==> config.mk <==
export PLATFORM = sky130hd
export DESIGN_NAME = pmc_sequencer_flat
export DESIGN_NICKNAME = d
export VERILOG_FILES = /design/src/pmc_pkg.sv /design/src/pmc_if.sv /design/src/pmc_sequencer.sv /design/src/flat_wrapper.sv
export SDC_FILE = /design/constraint.sdc
export NUM_CORES = 1
export LEC_CHECK = 0
export BUFFER_PORTS_ARGS = -buffer_cell sky130_fd_sc_hd__buf_4
export CAP_MARGIN = 20
export CORE_MARGIN = 4
export CORE_UTILIZATION = 40
export CTS_CLUSTER_SIZE = 12
export DETAILED_ROUTE_END_ITERATION = 10
export GPL_TIMING_DRIVEN = 0
export PLACE_DENSITY = 0.78
export SETUP_SLACK_MARGIN = 0.2
export SYNTH_ARGS = -nofsm -noshare
export SYNTH_HDL_FRONTEND = slang
export SYNTH_SLANG_ARGS = --single-unit
==> constraint.sdc <==
create_clock -name hclk -period 1.5 [get_ports hclk]
set_input_delay 0.15 -clock hclk [delete_from_list [all_inputs] [get_ports hclk]]
set_output_delay 0.15 -clock hclk [all_outputs]
set_load 0.01 [all_outputs]
==> src/pmc_pkg.sv <==
// Purpose: shared constants and types for the power mode controller
// Assumes: one 100 MHz clock, active-low asynchronous reset
// Notes: register map belongs to the core end, reached over AHB-Lite
package pmc_pkg;
  localparam logic [7:0] PMC_PWR_CTRL_OFS = 8'h00;
  localparam logic [7:0] PMC_PWR_CTRL2_OFS = 8'h04;
  localparam logic [7:0] PMC_REG_CTRL_OFS = 8'h08;
  localparam logic [7:0] PMC_STATUS_OFS = 8'h0C;
  localparam logic [7:0] PMC_WAKE_EN_OFS = 8'h10;
  localparam logic [7:0] PMC_PERIPH_EN_OFS = 8'h14;
  localparam int PMC_IDLE_BIT = 0;
  localparam int PMC_STOP_BIT = 1;
  localparam int PMC_SUSPEND_BIT = 6;
  localparam int PMC_SNOOZE_BIT = 7;
  localparam int PMC_STOPSEL_BIT = 0;
  localparam int PMC_WAKE_W = 6;
  localparam logic [15:0] PMC_RESET_VECTOR = 16'h0000;
  localparam logic [7:0] PMC_PWR_CTRL_RST = 8'h00;
  localparam logic [7:0] PMC_PERIPH_EN_RST = 8'h00;
  localparam int PMC_OSC_SETTLE_NS = 200;
  localparam int PMC_CLK_NS = 10;
  localparam int PMC_OSC_SETTLE_CYC = (PMC_OSC_SETTLE_NS + PMC_CLK_NS - 1) / PMC_CLK_NS;
  typedef enum logic [2:0]
  {
    PMC_NORMAL = 3'h0,
    PMC_IDLE = 3'h1,
    PMC_SUSP = 3'h3,
    PMC_WARM = 3'h2,
    PMC_SNOOZE = 3'h6,
    PMC_STOP = 3'h7,
    PMC_SHUT = 3'h5
  } pmc_state_t;
  typedef enum logic [2:0]
  {
    PMC_M_NORMAL = 3'h0,
    PMC_M_IDLE = 3'h1,
    PMC_M_SUSPEND = 3'h2,
    PMC_M_SNOOZE = 3'h3,
    PMC_M_STOP = 3'h4,
    PMC_M_SHUTDOWN = 3'h5
  } pmc_mode_t;
endpackage : pmc_pkg

==> src/pmc_if.sv <==
// Purpose: link between the core end and the power sequencer end
// Assumes: both ends on hclk
// Notes: requests are one-cycle pulses, state outputs are levels
`timescale 1ns/100ps
`default_nettype none
interface pmc_if;
  logic idle_req;
  logic stop_req;
  logic suspend_req;
  logic snooze_req;
  logic stop_shutdown_select;
  logic [5:0] wake_en;
  logic [7:0] periph_en;
  logic cpu_halt;
  logic idle_exit;
  logic resume;
  logic [2:0] mode;
  modport core
  (
    output idle_req, stop_req, suspend_req, snooze_req, stop_shutdown_select,
    output wake_en, periph_en,
    input cpu_halt, idle_exit, resume, mode
  );
  modport seq
  (
    input idle_req, stop_req, suspend_req, snooze_req, stop_shutdown_select,
    input wake_en, periph_en,
    output cpu_halt, idle_exit, resume, mode
  );
endinterface : pmc_if
`default_nettype wire

==> src/pmc_sequencer.sv <==
// Purpose: power mode sequencer: clocks, oscillators, regulator bias, wake
// Assumes: wake and reset-pin inputs are asynchronous and synchronised here
// Notes: stop and shutdown are left only by reset
`timescale 1ns/100ps
`default_nettype none
module pmc_sequencer #(
  parameter int SETTLE_CYC = pmc_pkg::PMC_OSC_SETTLE_CYC
)
(
  // clock and reset
  input wire logic hclk,
  input wire logic hresetn,
  // link to the core end
  pmc_if.seq lnk,
  // interrupt and reset sources
  input wire logic irq_pending,
  input wire logic wdt_timeout,
  input wire logic reset_pin_n,
  input wire logic [5:0] wake_evt,
  // power and clock controls
  output logic core_clk_en,
  output logic system_clock_en,
  output logic [7:0] periph_clk_en,
  output logic fast_internal_osc_a_en,
  output logic fast_internal_osc_b_en,
  output logic low_freq_osc_en,
  output logic timer34_lf_en,
  output logic reg_low_bias,
  output logic core_ldo_en,
  output logic vreg5_active,
  output logic sys_reset_req,
  output logic [15:0] fetch_addr
);
  // three-stage synchronisers; stage one feeds only stage two
  logic [6:0] s1_q;
  logic [6:0] s2_q;
  logic [6:0] s3_q;
  logic [6:0] st_q;
  logic [6:0] st_d;
  always_ff @(posedge hclk or negedge hresetn)
  begin
    if (!hresetn)
    begin
      // reset to the pins' idle levels so no false wake edge follows reset
      s1_q <= 7'h60;
      s2_q <= 7'h60;
      s3_q <= 7'h60;
      st_q <= 7'h60;
    end
    else
    begin
      s1_q <= {reset_pin_n, wake_evt};
      s2_q <= s1_q;
      s3_q <= s2_q;
      st_q <= st_d;
    end
  end
  // a change counts once stages two and three agree
  genvar gi;
  generate
    for (gi = 0; gi < 7; gi++)
    begin : g_flt
      assign st_d[gi] = (s2_q[gi] == s3_q[gi]) ? s2_q[gi] : st_q[gi];
    end
  endgenerate
  logic [5:0] wake_prev_q;
  logic pin_rst;
  logic [5:0] wake_hit;
  assign pin_rst = ~st_q[6];
  // comparator 0 (bit 5) wakes on a falling edge, the others on a level
  assign wake_hit = lnk.wake_en & {~st_q[5] & wake_prev_q[5], st_q[4:0]};
  pmc_pkg::pmc_state_t state_q;
  pmc_pkg::pmc_state_t state_d;
  logic [7:0] cnt_q;
  logic [7:0] cnt_d;
  logic low_q;
  logic low_d;
  logic resume_d;
  logic rst_d;
  logic resume_q;
  logic rst_q;
  logic exit_d;
  logic exit_q;
  always_comb
  begin
    state_d = state_q;
    cnt_d = cnt_q;
    low_d = low_q;
    resume_d = 1'b0;
    rst_d = 1'b0;
    exit_d = 1'b0;
    case (state_q)
      pmc_pkg::PMC_NORMAL:
      begin
        if (lnk.stop_req)
          state_d = lnk.stop_shutdown_select ? pmc_pkg::PMC_SHUT : pmc_pkg::PMC_STOP;
        else if (lnk.suspend_req || lnk.snooze_req)
        begin
          state_d = lnk.snooze_req ? pmc_pkg::PMC_SNOOZE : pmc_pkg::PMC_SUSP;
          low_d = lnk.snooze_req;
        end
        else if (lnk.idle_req)
          state_d = pmc_pkg::PMC_IDLE;
      end
      pmc_pkg::PMC_IDLE:
      begin
        if (irq_pending)
        begin
          state_d = pmc_pkg::PMC_NORMAL;
          resume_d = 1'b1;
          exit_d = 1'b1;
        end
      end
      pmc_pkg::PMC_SUSP, pmc_pkg::PMC_SNOOZE:
      begin
        if (|wake_hit)
        begin
          state_d = pmc_pkg::PMC_WARM;
          cnt_d = 8'(SETTLE_CYC);
          low_d = 1'b0;
        end
      end
      pmc_pkg::PMC_WARM:
      begin
        if (cnt_q <= 8'h01)
        begin
          state_d = pmc_pkg::PMC_NORMAL;
          resume_d = 1'b1;
        end
        else
          cnt_d = cnt_q - 8'h01;
      end
      pmc_pkg::PMC_STOP, pmc_pkg::PMC_SHUT:
        state_d = state_q;
      default:
        state_d = pmc_pkg::PMC_NORMAL;
    endcase
    // any reset ends every mode; in shutdown only the pin counts
    if (pin_rst || (wdt_timeout && state_q != pmc_pkg::PMC_SHUT))
    begin
      state_d = pmc_pkg::PMC_NORMAL;
      rst_d = 1'b1;
      exit_d = 1'b0;
      low_d = 1'b0;
      resume_d = 1'b0;
    end
  end
  always_ff @(posedge hclk or negedge hresetn)
  begin
    if (!hresetn)
    begin
      state_q <= pmc_pkg::PMC_NORMAL;
      cnt_q <= 8'h00;
      low_q <= 1'b0;
      resume_q <= 1'b0;
      rst_q <= 1'b0;
      exit_q <= 1'b0;
      wake_prev_q <= 6'h20;
    end
    else
    begin
      state_q <= state_d;
      cnt_q <= cnt_d;
      low_q <= low_d;
      resume_q <= resume_d;
      rst_q <= rst_d;
      exit_q <= exit_d;
      wake_prev_q <= st_q[5:0];
    end
  end
  logic running;
  logic asleep;
  assign running = (state_q == pmc_pkg::PMC_NORMAL);
  assign asleep = (state_q == pmc_pkg::PMC_SUSP) || (state_q == pmc_pkg::PMC_SNOOZE);
  always_comb
  begin
    core_clk_en = running;
    system_clock_en = running || (state_q == pmc_pkg::PMC_IDLE);
    periph_clk_en = system_clock_en ? lnk.periph_en : 8'h00;
    fast_internal_osc_a_en = !asleep && (state_q != pmc_pkg::PMC_STOP)
      && (state_q != pmc_pkg::PMC_SHUT);
    fast_internal_osc_b_en = running || (state_q == pmc_pkg::PMC_IDLE);
    low_freq_osc_en = 1'b1;
    timer34_lf_en = asleep;
    reg_low_bias = low_q;
    core_ldo_en = (state_q != pmc_pkg::PMC_SHUT);
    vreg5_active = 1'b1;
    sys_reset_req = rst_q;
    fetch_addr = pmc_pkg::PMC_RESET_VECTOR;
    lnk.cpu_halt = !running;
    // only a wake from idle, not the end of a suspend warm-up
    lnk.idle_exit = exit_q;
    lnk.resume = resume_q;
  end
  always_comb
  begin
    case (state_q)
      pmc_pkg::PMC_IDLE: lnk.mode = pmc_pkg::PMC_M_IDLE;
      pmc_pkg::PMC_SUSP: lnk.mode = pmc_pkg::PMC_M_SUSPEND;
      pmc_pkg::PMC_SNOOZE: lnk.mode = pmc_pkg::PMC_M_SNOOZE;
      pmc_pkg::PMC_STOP: lnk.mode = pmc_pkg::PMC_M_STOP;
      pmc_pkg::PMC_SHUT: lnk.mode = pmc_pkg::PMC_M_SHUTDOWN;
      default: lnk.mode = pmc_pkg::PMC_M_NORMAL;
    endcase
  end
endmodule : pmc_sequencer
`default_nettype wire

==> src/flat_wrapper.sv <==
// flat-port wrapper written by rule: the top's interface ports become plain ports
module pmc_sequencer_flat 
#(
  parameter int SETTLE_CYC = pmc_pkg::PMC_OSC_SETTLE_CYC
)
  (hclk, hresetn, irq_pending, wdt_timeout, reset_pin_n, wake_evt, core_clk_en, system_clock_en, periph_clk_en, fast_internal_osc_a_en, fast_internal_osc_b_en, low_freq_osc_en, timer34_lf_en, reg_low_bias, core_ldo_en, vreg5_active, sys_reset_req, fetch_addr, lnk_idle_req, lnk_stop_req, lnk_suspend_req, lnk_snooze_req, lnk_stop_shutdown_select, lnk_wake_en, lnk_periph_en, lnk_cpu_halt, lnk_idle_exit, lnk_resume, lnk_mode);
  pmc_if lnk_i ();
  input wire logic hclk;
  input wire logic hresetn;
  input wire logic irq_pending;
  input wire logic wdt_timeout;
  input wire logic reset_pin_n;
  input wire logic [5:0] wake_evt;
  output logic core_clk_en;
  output logic system_clock_en;
  output logic [7:0] periph_clk_en;
  output logic fast_internal_osc_a_en;
  output logic fast_internal_osc_b_en;
  output logic low_freq_osc_en;
  output logic timer34_lf_en;
  output logic reg_low_bias;
  output logic core_ldo_en;
  output logic vreg5_active;
  output logic sys_reset_req;
  output logic [15:0] fetch_addr;
  input wire logic [$bits(lnk_i.idle_req)-1:0] lnk_idle_req;
  input wire logic [$bits(lnk_i.stop_req)-1:0] lnk_stop_req;
  input wire logic [$bits(lnk_i.suspend_req)-1:0] lnk_suspend_req;
  input wire logic [$bits(lnk_i.snooze_req)-1:0] lnk_snooze_req;
  input wire logic [$bits(lnk_i.stop_shutdown_select)-1:0] lnk_stop_shutdown_select;
  input wire logic [$bits(lnk_i.wake_en)-1:0] lnk_wake_en;
  input wire logic [$bits(lnk_i.periph_en)-1:0] lnk_periph_en;
  output wire logic [$bits(lnk_i.cpu_halt)-1:0] lnk_cpu_halt;
  output wire logic [$bits(lnk_i.idle_exit)-1:0] lnk_idle_exit;
  output wire logic [$bits(lnk_i.resume)-1:0] lnk_resume;
  output wire logic [$bits(lnk_i.mode)-1:0] lnk_mode;
  assign lnk_i.idle_req = lnk_idle_req;
  assign lnk_i.stop_req = lnk_stop_req;
  assign lnk_i.suspend_req = lnk_suspend_req;
  assign lnk_i.snooze_req = lnk_snooze_req;
  assign lnk_i.stop_shutdown_select = lnk_stop_shutdown_select;
  assign lnk_i.wake_en = lnk_wake_en;
  assign lnk_i.periph_en = lnk_periph_en;
  assign lnk_cpu_halt = lnk_i.cpu_halt;
  assign lnk_idle_exit = lnk_i.idle_exit;
  assign lnk_resume = lnk_i.resume;
  assign lnk_mode = lnk_i.mode;
  pmc_sequencer #(.SETTLE_CYC(SETTLE_CYC)) u_core (.hclk(hclk), .hresetn(hresetn), .lnk(lnk_i), .irq_pending(irq_pending), .wdt_timeout(wdt_timeout), .reset_pin_n(reset_pin_n), .wake_evt(wake_evt), .core_clk_en(core_clk_en), .system_clock_en(system_clock_en), .periph_clk_en(periph_clk_en), .fast_internal_osc_a_en(fast_internal_osc_a_en), .fast_internal_osc_b_en(fast_internal_osc_b_en), .low_freq_osc_en(low_freq_osc_en), .timer34_lf_en(timer34_lf_en), .reg_low_bias(reg_low_bias), .core_ldo_en(core_ldo_en), .vreg5_active(vreg5_active), .sys_reset_req(sys_reset_req), .fetch_addr(fetch_addr));
endmodule
# Yosys cells after proc, flatten, opt, wreduce, memory -nomap -nowiden

Index checks and enable logic that the tools add are counted.
W data, S select, Z words.

Equal/unequal tests: 24
$add $sub $neg: 1
Mux-type cells: 27
Bitwise logic cells: 4
Magnitude comparators: 1
Reduce and logical (&&, ||, !) cells: 18

Operators with widths:

| kind                  | count |
|---|---|
| $pmux W3 S5           | 2 |
| $mux W3               | 8 |
| $mux W8               | 3 |
| $pmux W8 S2           | 1 |
| $ne A3 B3 Y1 const B  | 4 |
| $mux W1               | 10 |
| $eq A3 B3 Y1 const B  | 3 |
| $le A8 B1 Y1 const B  | 1 |
| $sub A8 B1 Y8 const B | 1 |
| $eq A1 B1 Y1          | 7 |
| $and A6 B6 Y6         | 1 |
| $eq A3 B2 Y1 const B  | 2 |
| $ne A3 B1 Y1 const B  | 2 |
| $reduce_or A6 Y1      | 1 |
| $ne A5 B5 Y1 const B  | 1 |
| $reduce_and A5 Y1     | 1 |
| $logic_or A1 B1 Y1    | 4 |
| $ne A2 B1 Y1 const B  | 2 |
| $pmux W1 S2           | 2 |
| $reduce_and A4 Y1     | 1 |
| $reduce_or A2 Y1      | 2 |
| $eq A3 B1 Y1 const B  | 1 |
| $logic_and A1 B1 Y1   | 3 |
| $logic_not A3 Y1      | 1 |
| other kinds (9)       | 11 |

Flip-flop bits (word level): 49
Input bits: 30
Output and inout port bits: 40
Word-level logic and storage cells: 92

# Logic depth before layout (Yosys ltp)

Depth in word-level cells: 7
Mapped depth: 6
Gate-level depth less buffers: 6

# Worst setup path after synthesis

No wires, ideal clock.

Kind: register -> register
From: register u_core.cnt_q[0]
To: register u_core.state_q[0]
Data arrival time: 1.482 ns
Stages on the path, launching flop included: 7
Data required time: 1.375 ns
Library setup time: 0.125 ns
Path slack: -0.107 ns
Buffers on the path: 0
Clock period less this slack: 1.607 ns
Cell sequence: dfrtp_1 inv_1 ha_1 o21a_2 a21oi_1 nor3_2 mux2_4

Word-level cells in the longest chain between the ends: 3

RTL lines:

| element                     | line                 | text |
|---|---|---|
| from (decl)                 | pmc_sequencer.sv:74  | `logic [7:0] cnt_q;` |
| from (signal assigned)      | pmc_sequencer.sv:163 | `cnt_q <= cnt_d;` |
| $le A8 B1 Y1                | pmc_sequencer.sv:125 | `if (cnt_q <= 8'h01)` |
| $ne A3 B1 Y1 (no line)      | n/a                  |  |
| $reduce_and A5 Y1 (no line) | n/a                  |  |
| to (signal assigned)        | pmc_sequencer.sv:152 | `state_q <= pmc_pkg::PMC_NORMAL;` |
| to (signal assigned)        | pmc_sequencer.sv:162 | `state_q <= state_d;` |
| to (decl)                   | pmc_sequencer.sv:72  | `pmc_pkg::pmc_state_t state_q;` |

Every way passes these cells.
A chain may end at the register's enable or synchronous reset.

# Worst setup path after layout

From: register u_core.cnt_q[3]
To: register u_core.state_q[0]

Same word-level chain as after synthesis.

==> run_results.csv <==
group,metric,value,unit
sta,timing.final.ws_setup,-0.106,ns
route,drtAntennaViolNets,0,
synth,synth_cells,176,
min_path,min_path_type,"in2reg",
sta,report.final.slew_viol_count,0,
route,drt-initial-drc-count,46,
clock_network,ctsRootBufferMaster,"clkbuf_8",
layout,nets,317,
worst_setup_path,crit_path_top_delay_cell,"dfrtp_2",
min_path,worstHoldStart,"irq_pending",
layout,register_area,0.00112,mm2
die,fp.dieH,79.1,um
clock_network,cts_tree,"built",
die,initial_utilization,0.420,
clock_network,cts_inserted_buffers,5,
sta,setup_viol_count_final,21,
worst_setup_path,crit_type,"reg2reg",
route,drc,0,
power,ir_worst_vdd,0.499,mV
worst_setup_path,worstPathArrival,1.79,ns
die,die-area,0.00626,mm2
outcome,status,"finished, violations left",
global_routing,grt_start_max_net_pins,45,
outcome,violations,"negative setup slack",
power,power.internal,2.54,mW
die,ios,70,
sta,fmax,623,MHz
synth,ys.flop_type,"dfrtp_1",
synth,synthArstFlopShare,1.00,
power,p_leak,1.51,nW
synth,synth_area,0.00202,mm2
synth,ys_ff_latch,44,
die,die_width,79.1,um
route,avgViaCountPerCell,4.68,
sta,relSlewSlack,0.645,
worst_setup_path,cp_max_fo,5,
global_routing,grt_pass1_vias,1669,
synth,synth-edff-count,0,
synth,yosysSeqAreaShare,0.550,
die,core_area,0.00482,mm2
sta,finalSetupTns,-1.13,ns
power,p_sw_frac,0.339,
sta,rsz0062_at_grt,"yes",
clock_network,clk_pin_slew,0.08,ns
layout,fin_area,0.00326,mm2
placed_design,hpwl,2.86,mm
worst_setup_path,critical_path_required,1.68,ns
placed_design,io_buffers,51,
worst_setup_path,slowest_delay,0.45,ns
die,rows,25,
clock_network,cts_max_path_buffers,2,
route,dr.pass1.iters,4,
sta,hold_viol_final,0,
global_routing,grt_pass1_wl,7.70,mm
synth,synth_cell_types,45,
sta,finalCritPeriodShare,1.07,
power,switchingPower,1.30,mW
sta,skew,0.00588,ns
layout,drive_gt1_frac,0.607,
worst_setup_path,crit_chain,"nor3_4 -> o21a_4 -> a21oi_2 -> nor3_2 -> mux2_4",
power,power_frac_clock,0.180,
route,vias,1648,
synth,yosys_warnings,0,
sta,worstMarginPinSlew,0.532,ns
power,power.density,1180,mW/mm2
power,combPwrFrac,0.415,
placed_design,place_ws,-0.173,ns
route,drt_wl_total,5.04,mm
layout,multiInputGateArea,997,um2
sta,post-route-min-period,1.61,ns
worst_setup_path,crit_start,"u_core.cnt_q[3]",
power,pwr-share-seq,0.406,
clock_network,cts-htree-levels,2,
clock_network,clk_latency,0.29,ns
worst_setup_path,r2r-start,"u_core.cnt_q[3]",
layout,diodes,0,
global_routing,gr-total-overflow,0,
placed_design,place_congestion,0.773,
global_routing,antenna_found_initial,0,
run,max_cap_viol_count,0,
global_routing,grt.total_usage,0.157,
clock_network,cts.sinks,44,
synth,syn_avg_cell_area,11.5,um2
placed_design,placed_area,0.00258,mm2
layout,fillers,366,
worst_setup_path,cp-end-kind,"flop",
worst_setup_path,startpoint_type,"flop",
layout,syn2layout_area_growth,61.1,%
route,wl_per_cell,14.3,um
power groups by stage:
stage	Sequential (mW)	Combinational [mW]	Clock, mW
after floorplan	1.50	0.683	0
after global placement	1.52	0.939	0
after detailed placement	1.53	0.967	0
after CTS	1.53	1.36	0.717
after global routing	1.59	1.71	0.769
final	1.56	1.59	0.690
repair_timing:
item	CTS	global route
endpoints found under the hold margin	42	0
setup buffers	19	7
gates cloned	1	0
pin swaps	19	20
hold buffers	8	0
gates resized for setup	51	27
endpoints found under the setup margin	31	32
state kept, by name, summed over array words and instances (netlist names):
name	flops
u_core.lnk.idle_exit	1
u_core.s2_q	7
u_core.st_q	7
u_core.sys_reset_req	1
u_core.s1_q	7
u_core.cnt_q	8
u_core.state_q	3
u_core.wake_prev_q	1
u_core.s3_q	7
u_core.reg_low_bias	1
u_core.lnk.resume	1
cell usage after synthesis (2+ instances only):
cell type | instances | area share
nand2_1 | 15 | 0.028
nor4_2 | 2 | 0.012
conb_1 | 2 | 0.0037
buf_6 | 3 | 0.017
nor2_1 | 11 | 0.020
dfrtp_1 | 35 | 0.43
o21a_2 | 2 | 0.0087
dfstp_2 | 9 | 0.12
buf_4 | 19 | 0.071
a22oi_1 | 2 | 0.0074
and2_1 | 9 | 0.028
a21oi_1 | 7 | 0.017
o2bb2ai_1 | 2 | 0.0087
o31a_1 | 2 | 0.0087
inv_1 | 7 | 0.013
maj3_1 | 7 | 0.035
nor3_2 | 4 | 0.020
o31ai_1 | 3 | 0.011
nand2_2 | 2 | 0.0062
ha_1 | 2 | 0.012
o21ai_0 | 5 | 0.012
nor3_1 | 3 | 0.0074
per-stage QoR:
| step | hold slack, ns | util | instances | total power [mW] |
|---|---|---|---|---|
| floorplan | -0.146 | - | 192 | 2.18 |
| global placement | 0.165 | 0.536 | 310 | 2.46 |
| global route | 0.155 | 0.677 | 352 | 4.07 |
| finish | 0.156 | 0.677 | 352 | 3.84 |
| CTS | 0.118 | 0.642 | 345 | 3.61 |
| detailed placement | 0.168 | 0.536 | 310 | 2.49 |
placed cells by master, fill, tap and decap left out, types with 5 or more instances in the layout:
cell           netlist  layout
dlygate4sd3_1        0       8
maj3_1               7       7
dfstp_2              9       9
conb_1               2      18
buf_6                3      28
and2_4               0       8
dfrtp_1             35      30
nand2_1             15      12
clkbuf_8             0       5
buf_4               19      70
dfrtp_2              0       5
nor2_1              11       8
worst paths after layout:
path / cells after the start / endpoint / slack (ns)
hold / removal: 3 / u_core.lnk.idle_exit / 0.16
hold reg to reg: 0 / u_core.s2_q[0] / 0.35
setup reg to reg: 5 / u_core.state_q[0] / -0.11
min in group asynchronous: 2 / u_core.s3_q[0] / 0.38
setup / recovery: 5 / u_core.state_q[0] / -0.11
max in group asynchronous: 2 / u_core.state_q[1] / 0.73
cell type report:
| class | instances | share of cell area |
|---|---|---|
| flip-flops and latches | 44 | 0.343 |
| multi-input cells | 119 | 0.306 |
| repair buffers | 85 | 0.233 |
| plain buffers | 22 | 0.0553 |
| well taps | 67 | 0.0257 |
| clock buffers | 5 | 0.0211 |
| inverters | 8 | 0.0115 |
| clock inverters | 2 | 0.00384 |
routing by layer:
| metal | track usage | vias up | share of wire |
|---|---|---|---|
| li1 | - | 792 | - |
| met1 | 0.181 | 804 | 0.39 |
| met2 | 0.279 | 44 | 0.55 |
| met5 | 0 | - | 0 |
| met4 | 0.0687 | 0 | 0.019 |
| met3 | 0.0351 | 8 | 0.042 |
kinds of logic after synthesis:
logic type,share of synthesized area
simple gates,0.152
flops,0.550
compound gates,0.129
buf+inv,0.102
fa+ha+maj,0.0470
other cells,0.00371
mux,0.0124
xor+xnor,0.00433
critical path, delay by kind of cell (launching register included):
kind / cells / cell delay, ns
DFF: 1 / 0.45
AOI/OAI and AO/OA: 2 / 0.26
muxes: 1 / 0.32
and+or+nand+nor: 2 / 0.47
(Power assumes the default switching activity.)
